**src/hdl/phy_address_status_regs.vh**
```
`ifndef PHY_ADDRESS_STATUS_REGS_VH
`define PHY_ADDRESS_STATUS_REGS_VH
// ==========================================
// Register offset and field positions
`define PHY_ADDRESS_AND_STATUS_OFFSET 5'h19
`define JABBER_CARRIER_DROP_BIT 11
`define AUTONEG_ENABLED_BIT 10
`define FAR_END_FAULT_ENABLE_BIT 8
`define DUPLEX_FULL_BIT 7
`define SPEED_10_BIT 6
`define CARRIER_INTEGRITY_BIT 5
`define PHY_ADDRESS_MSB 4
`define PHY_ADDRESS_LSB 0
// ==========================================
// Reset values and isolate address
`define FAR_END_FAULT_ENABLE_RESET 1'h0
`define CARRIER_INTEGRITY_RESET 1'h0
`define PHY_ADDRESS_RESET 5'h00
`define ISOLATE_ADDRESS 5'h00
`endif
```
**src/hdl/phy_address_status.v**
```verilog
`timescale 1ns/1ps
`include "phy_address_status_regs.vh"
module phy_address_status (
    input wire ref_clk,
    input wire reset,
    input wire repeater_strap,
    input wire [4:0] phy_address_straps,
    input wire autoneg_strap_zero,
    input wire autoneg_strap_one,
    input wire autoneg_enable_ctrl,
    input wire full_duplex_now,
    input wire speed_10_now,
    input wire indicator_one_select,
    input wire indicator_one_default,
    input wire carrier_unstable,
    input wire receive_active,
    input wire descrambler_timeout,
    input wire descrambler_locked,
    input wire [4:0] reg_addr,
    input wire reg_write,
    input wire reg_read,
    input wire [15:0] reg_wdata,
    output reg [15:0] reg_rdata,
    output reg carrier_sense,
    output reg indicator_one_pin,
    output reg far_end_fault_indication,
    output reg isolate_request,
    output reg [4:0] phy_address_field
);

// ==========================================
// Register state
reg reset_seen_q;
reg reset_seen_d;
reg jabber_carrier_drop_q;
reg jabber_carrier_drop_d;
reg far_end_fault_enable_q;
reg far_end_fault_enable_d;
reg carrier_integrity_flag_q;
reg carrier_integrity_flag_d;
reg timed_out_q;
reg timed_out_d;
reg isolate_request_d;
reg carrier_sense_d;
reg indicator_one_pin_d;
reg far_end_fault_indication_d;
reg [15:0] reg_rdata_d;
wire [4:0] phy_address_d;
wire hit;
wire read_hit;
wire write_hit;
wire strap_capture;
wire autoneg_enabled_flag;
wire [15:0] read_value;

// ==========================================
// Decode
assign hit = (reg_addr == `PHY_ADDRESS_AND_STATUS_OFFSET);
assign read_hit = reg_read & hit;
assign write_hit = reg_write & hit;

// Straps settle during reset, so the first free edge takes them
assign strap_capture = ~reset_seen_q;

// Either strap or the control bit turns negotiation on
assign autoneg_enabled_flag = autoneg_strap_zero | autoneg_strap_one
    | autoneg_enable_ctrl;

// ==========================================
// Read image
// Reserved bits read zero; software must not rely on them
assign read_value = {4'h0, jabber_carrier_drop_q, autoneg_enabled_flag, 1'h0,
    far_end_fault_enable_q, full_duplex_now, speed_10_now, carrier_integrity_flag_q,
    phy_address_field};

// ==========================================
// Address field, one slice per strap pin
genvar addr_bit;
generate
    for (addr_bit = `PHY_ADDRESS_LSB; addr_bit <= `PHY_ADDRESS_MSB;
            addr_bit = addr_bit + 1) begin : address_bit
        // Strap capture wins over a write in the same cycle
        assign phy_address_d[addr_bit] = strap_capture ? phy_address_straps[addr_bit]
            : (write_hit ? reg_wdata[addr_bit] : phy_address_field[addr_bit]);
    end
endgenerate

// ==========================================
// Control fields, next values
always @* begin
    reset_seen_d = 1'h1;
    jabber_carrier_drop_d = jabber_carrier_drop_q;
    far_end_fault_enable_d = far_end_fault_enable_q;
    isolate_request_d = isolate_request;
    if (strap_capture) begin
        jabber_carrier_drop_d = ~repeater_strap;
        isolate_request_d = (phy_address_straps == `ISOLATE_ADDRESS);
    end else if (write_hit) begin
        jabber_carrier_drop_d = reg_wdata[`JABBER_CARRIER_DROP_BIT];
        far_end_fault_enable_d = reg_wdata[`FAR_END_FAULT_ENABLE_BIT];
    end
end

// ==========================================
// Control fields, registers
always @(posedge ref_clk) begin
    if (reset) begin
        reset_seen_q <= 1'h0;
        jabber_carrier_drop_q <= 1'h0;
        far_end_fault_enable_q <= `FAR_END_FAULT_ENABLE_RESET;
    end else begin
        reset_seen_q <= reset_seen_d;
        jabber_carrier_drop_q <= jabber_carrier_drop_d;
        far_end_fault_enable_q <= far_end_fault_enable_d;
    end
end

always @(posedge ref_clk) begin
    if (reset) begin
        phy_address_field <= `PHY_ADDRESS_RESET;
        isolate_request <= 1'h0;
    end else begin
        phy_address_field <= phy_address_d;
        isolate_request <= isolate_request_d;
    end
end

// ==========================================
// Latched carrier flag
// A new event beats the read clear, so no instability is lost
always @* begin
    carrier_integrity_flag_d = carrier_integrity_flag_q;
    if (carrier_unstable) begin
        carrier_integrity_flag_d = 1'h1;
    end else if (read_hit) begin
        carrier_integrity_flag_d = 1'h0;
    end
end

always @(posedge ref_clk) begin
    if (reset) begin
        carrier_integrity_flag_q <= `CARRIER_INTEGRITY_RESET;
    end else begin
        carrier_integrity_flag_q <= carrier_integrity_flag_d;
    end
end

// ==========================================
// Descrambler time-out memory
always @* begin
    timed_out_d = timed_out_q;
    if (descrambler_locked || !receive_active) begin
        timed_out_d = 1'h0;
    end else if (descrambler_timeout) begin
        timed_out_d = 1'h1;
    end
end

always @(posedge ref_clk) begin
    if (reset) begin
        timed_out_q <= 1'h0;
    end else begin
        timed_out_q <= timed_out_d;
    end
end

// ==========================================
// Carrier sense
// Drop mode cuts carrier at the time-out itself, not a cycle late
always @* begin
    carrier_sense_d = receive_active;
    if (jabber_carrier_drop_q && (descrambler_timeout || timed_out_q)) begin
        carrier_sense_d = 1'h0;
    end
end

always @(posedge ref_clk) begin
    if (reset) begin
        carrier_sense <= 1'h0;
    end else begin
        carrier_sense <= carrier_sense_d;
    end
end

// ==========================================
// Read data
// Data stands one cycle only; idle reads show zero
always @* begin
    reg_rdata_d = 16'h0000;
    if (read_hit) begin
        reg_rdata_d = read_value;
    end
end

always @(posedge ref_clk) begin
    if (reset) begin
        reg_rdata <= 16'h0000;
    end else begin
        reg_rdata <= reg_rdata_d;
    end
end

// ==========================================
// Indicator pin
always @* begin
    indicator_one_pin_d = indicator_one_default;
    if (indicator_one_select) begin
        indicator_one_pin_d = carrier_integrity_flag_q;
    end
end

always @(posedge ref_clk) begin
    if (reset) begin
        indicator_one_pin <= 1'h0;
    end else begin
        indicator_one_pin <= indicator_one_pin_d;
    end
end

// ==========================================
// Far-end fault
// Only loss of lock is seen here; the line code is sent elsewhere
always @* begin
    far_end_fault_indication_d = far_end_fault_enable_q & ~descrambler_locked;
end

always @(posedge ref_clk) begin
    if (reset) begin
        far_end_fault_indication <= 1'h0;
    end else begin
        far_end_fault_indication <= far_end_fault_indication_d;
    end
end

endmodule

```
**config.mk**
```make
export PLATFORM = sky130hd
export DESIGN_NAME = phy_address_status
export DESIGN_NICKNAME = d
export VERILOG_FILES = /design/src/hdl/phy_address_status.v
export VERILOG_INCLUDE_DIRS = /design/src /design/src/hdl
export SDC_FILE = /design/constraint.sdc
export NUM_CORES = 1
export LEC_CHECK = 0
export BUFFER_PORTS_ARGS = -buffer_cell sky130_fd_sc_hd__buf_2
export CORE_MARGIN = 4
export CORE_UTILIZATION = 42
export CTS_BUF_LIST = sky130_fd_sc_hd__clkbuf_8
export CTS_CLUSTER_SIZE = 14
export DETAILED_ROUTE_END_ITERATION = 6
export PLACE_DENSITY = 0.81
export SYNTH_ARGS = -nofsm -noshare
export SYNTH_HDL_FRONTEND = slang
export SYNTH_SLANG_ARGS = --single-unit
```
**constraint.sdc**
```tcl
create_clock -name ref_clk -period 1.2 [get_ports ref_clk]
set_input_delay 0.24 -clock ref_clk [delete_from_list [all_inputs] [get_ports ref_clk]]
set_output_delay 0.24 -clock ref_clk [all_outputs]
set_load 0.01 [all_outputs]
```
==> results_dict.tcl <==
set metrics [dict create \
    synth-seq-cells 25 \
    rsz0062_at_grt "no" \
    gp_congestion 0.7437 \
    yosysWarningCount 0 \
    cp_max_fo 5 \
    antenna_found_initial 0 \
    cp.arrival_ps 1210 \
    core_area_um2 2212 \
    synth_area_um2 980.9 \
    seqCellArea_um2 500.5 \
    outcome "completed" \
    die-area_um2 3173 \
    grt_pass1_wl_um 3739 \
    skew_ps 1.406 \
    synthDistinctLibCells 25 \
    setup_viol 0 \
    dp_hpwl_um 1818 \
    io_pins 67 \
    drive_gt1_frac 0.4214 \
    numPortBuffers 52 \
    hold_ws_ps 147.1 \
    drc 0 \
    cts-root-buf "clkbuf_8" \
    dr.pass1.iters 4 \
    vias 900 \
    intPower_w 0.001176 \
    cts.sinks 25 \
    required_ps 1390 \
    power_density_nw_per_um2 1155 \
    clk_pin_slew_ps 80 \
    final_nets 202 \
    initial_core_util 0.4434 \
    cts_resized 0 \
    syn_avg_cell_area_um2 9.617 \
    cts_buffers 3 \
    antenna_cells 0 \
    hold_path.class "in2reg" \
    cap_viol_max_count 0 \
    die_h_um 56.33 \
    critPathCaptureType "register" \
    cts_buffer_depth 2 \
    leakage_nw 0.6912 \
    core.rowCount 17 \
    vias_per_cell 4.813 \
    post_cts_buffers 0 \
    synth_area_leaders "dfxtp_1 51%, and2_1 6.4%, buf_4 4.6%, nand3b_4 4.1%, a211oi_1 3.8%" \
    fin_crit_sh 0.8501 \
    hold_viol_final 0 \
    switchingPower_w 0.0003491 \
    seq_area_frac_synth 0.5102 \
    finalMaxSlewViolations 0 \
    final.setup.tns_ps 0 \
    grt_max_degree 14 \
    routed_wl_um 2269 \
    power.share.switching 0.2289 \
    yosys.area.top_type_share 0.5102 \
    cp-start-kind "register" \
    pwr-share-comb 0.123 \
    period_minus_slack_ps 1020 \
    yosysTopAreaCell "dfxtp_1" \
    ant_nets 0 \
    fillCellCount 211 \
    holdBufCountCts 0 \
    grt_use_total 0.1476 \
    clk_latency_ps 260 \
    grt_pass1_vias 925 \
    cts_tree "done" \
    htreeDepth 1 \
    worstSetupPathType "reg2reg" \
    die_x_um 56.33 \
    power_frac_seq 0.570 \
    first_iter_violations 7 \
    synthCells 102 \
    peakVddDrop_mv 0.6093 \
    multi_input_area_um2 392.9 \
    grt_overflow 0 \
    fmax_mhz 980.2 \
    areaGrowthSynthToFinish_pct 34.57 \
    p_clk_frac 0.307 \
    post_drt_wl_per_cell_um 12.13 \
]
[registers in the layout (all words and copies together), names as in the netlist]
name and cells:
isolate_request 1, phy_address_field 5, reset_seen_q 1, jabber_carrier_drop_q 1, far_end_fault_enable_q 1, carrier_integrity_flag_q 1, timed_out_q 1, reg_rdata 11
indicator_one_pin 1, far_end_fault_indication 1, carrier_sense 1
[Yosys cell counts]
master    instances
buf_6             1
buf_1             1
clkbuf_2          1
o31ai_1           1
buf_4             6
o31a_2            3
dfxtp_1          25
nor3b_1           1
nand2_1           5
a211oi_1          5
nor4_1            1
mux2i_1           2
a221oi_1          1
nand3_1           1
a21oi_1           2
clkbuf_1          1
o21ai_0           6
and2_1           10
nor3_1            3
nor2b_1           1
nor2_1            9
inv_1             9
nand3b_4          2
conb_1            1
o31a_1            4
[metrics by stage]
| step | std cells | instance area (µm²) | total power, W | utilization | setup WS (ps) |
|---|---|---|---|---|---|
| after global placement | 183 | 1275 | 0.001067 | 0.5764 | -29.19 |
| final | 187 | 1320 | 0.001525 | 0.5967 | 179.8 |
| after detailed placement | 183 | 1275 | 0.001076 | 0.5764 | -55.38 |
| after floorplan | 106 | 996.0 | 0.0009864 | - | 118.3 |
| after global routing | 187 | 1320 | 0.001600 | 0.5967 | 84.39 |
| after CTS | 187 | 1320 | 0.001537 | 0.5967 | 164.0 |
[metal layers]
metal,GRT usage,wire length (µm)
met5,0,0
met4,0.09153,44
met3,0.04138,186
met2,0.2437,1077
met1,0.1667,960
[critical path: stages (launching register included)]
cell and delay [ps]:
dfxtp_1 400, inv_1 100, nor3_1 250, mux2i_1 210
[power groups by stage]
stage	logic (W)	registers, W	clock network (W)
detailed placement	0.000187	0.000889	0
global route	0.000207	0.000872	0.000521
CTS	0.000188	0.000869	0.000480
finish	0.000188	0.000869	0.000469
floorplan	0.0000932	0.000893	0
global placement	0.000181	0.000886	0
[layout by cell type (no fill, tap or decap), drive strengths merged]
cell type	count
a211oi	5
a21oi	2
a221oi	1
and2	10
buf	59
clkbuf	3
conb	5
dfxtp	25
inv	10
mux2i	2
nand2	5
nand3	1
nand3b	2
nor2	9
nor2b	1
nor3	3
nor3b	1
nor4	1
o21ai	6
o31a	7
o31ai	1
[worst paths after layout]
kind,start,slack [ps],endpoint,cells past startpoint
worst max-delay path,reset_seen_q,180,far_end_fault_enable_q,3
worst max register to register,reset_seen_q,180,far_end_fault_enable_q,3
worst min register to register,isolate_request,460,isolate_request,2
worst min-delay path,descrambler_locked,150,timed_out_q,2
[kinds of logic after synthesis]
| kind of cell | count (synthesis) | share of synthesized area |
|---|---|---|
| simple gates | 33 | 0.1990 |
| flops | 25 | 0.5102 |
| compound gates | 22 | 0.1620 |
| buf+inv | 19 | 0.1046 |
| mux | 2 | 0.02041 |
| other cells | 1 | 0.003823 |
[layout make-up]
type / count / share of cell area
Sequential cell: 25 / 0.3791
Multi-Input combinational cell: 62 / 0.2976
Timing Repair Buffer: 59 / 0.2370
Clock buffer: 3 / 0.03128
Tap cell: 28 / 0.02654
Inverter: 9 / 0.02559
Clock inverter: 1 / 0.002844
No activity file was read; power rests on OpenSTA's default activity.
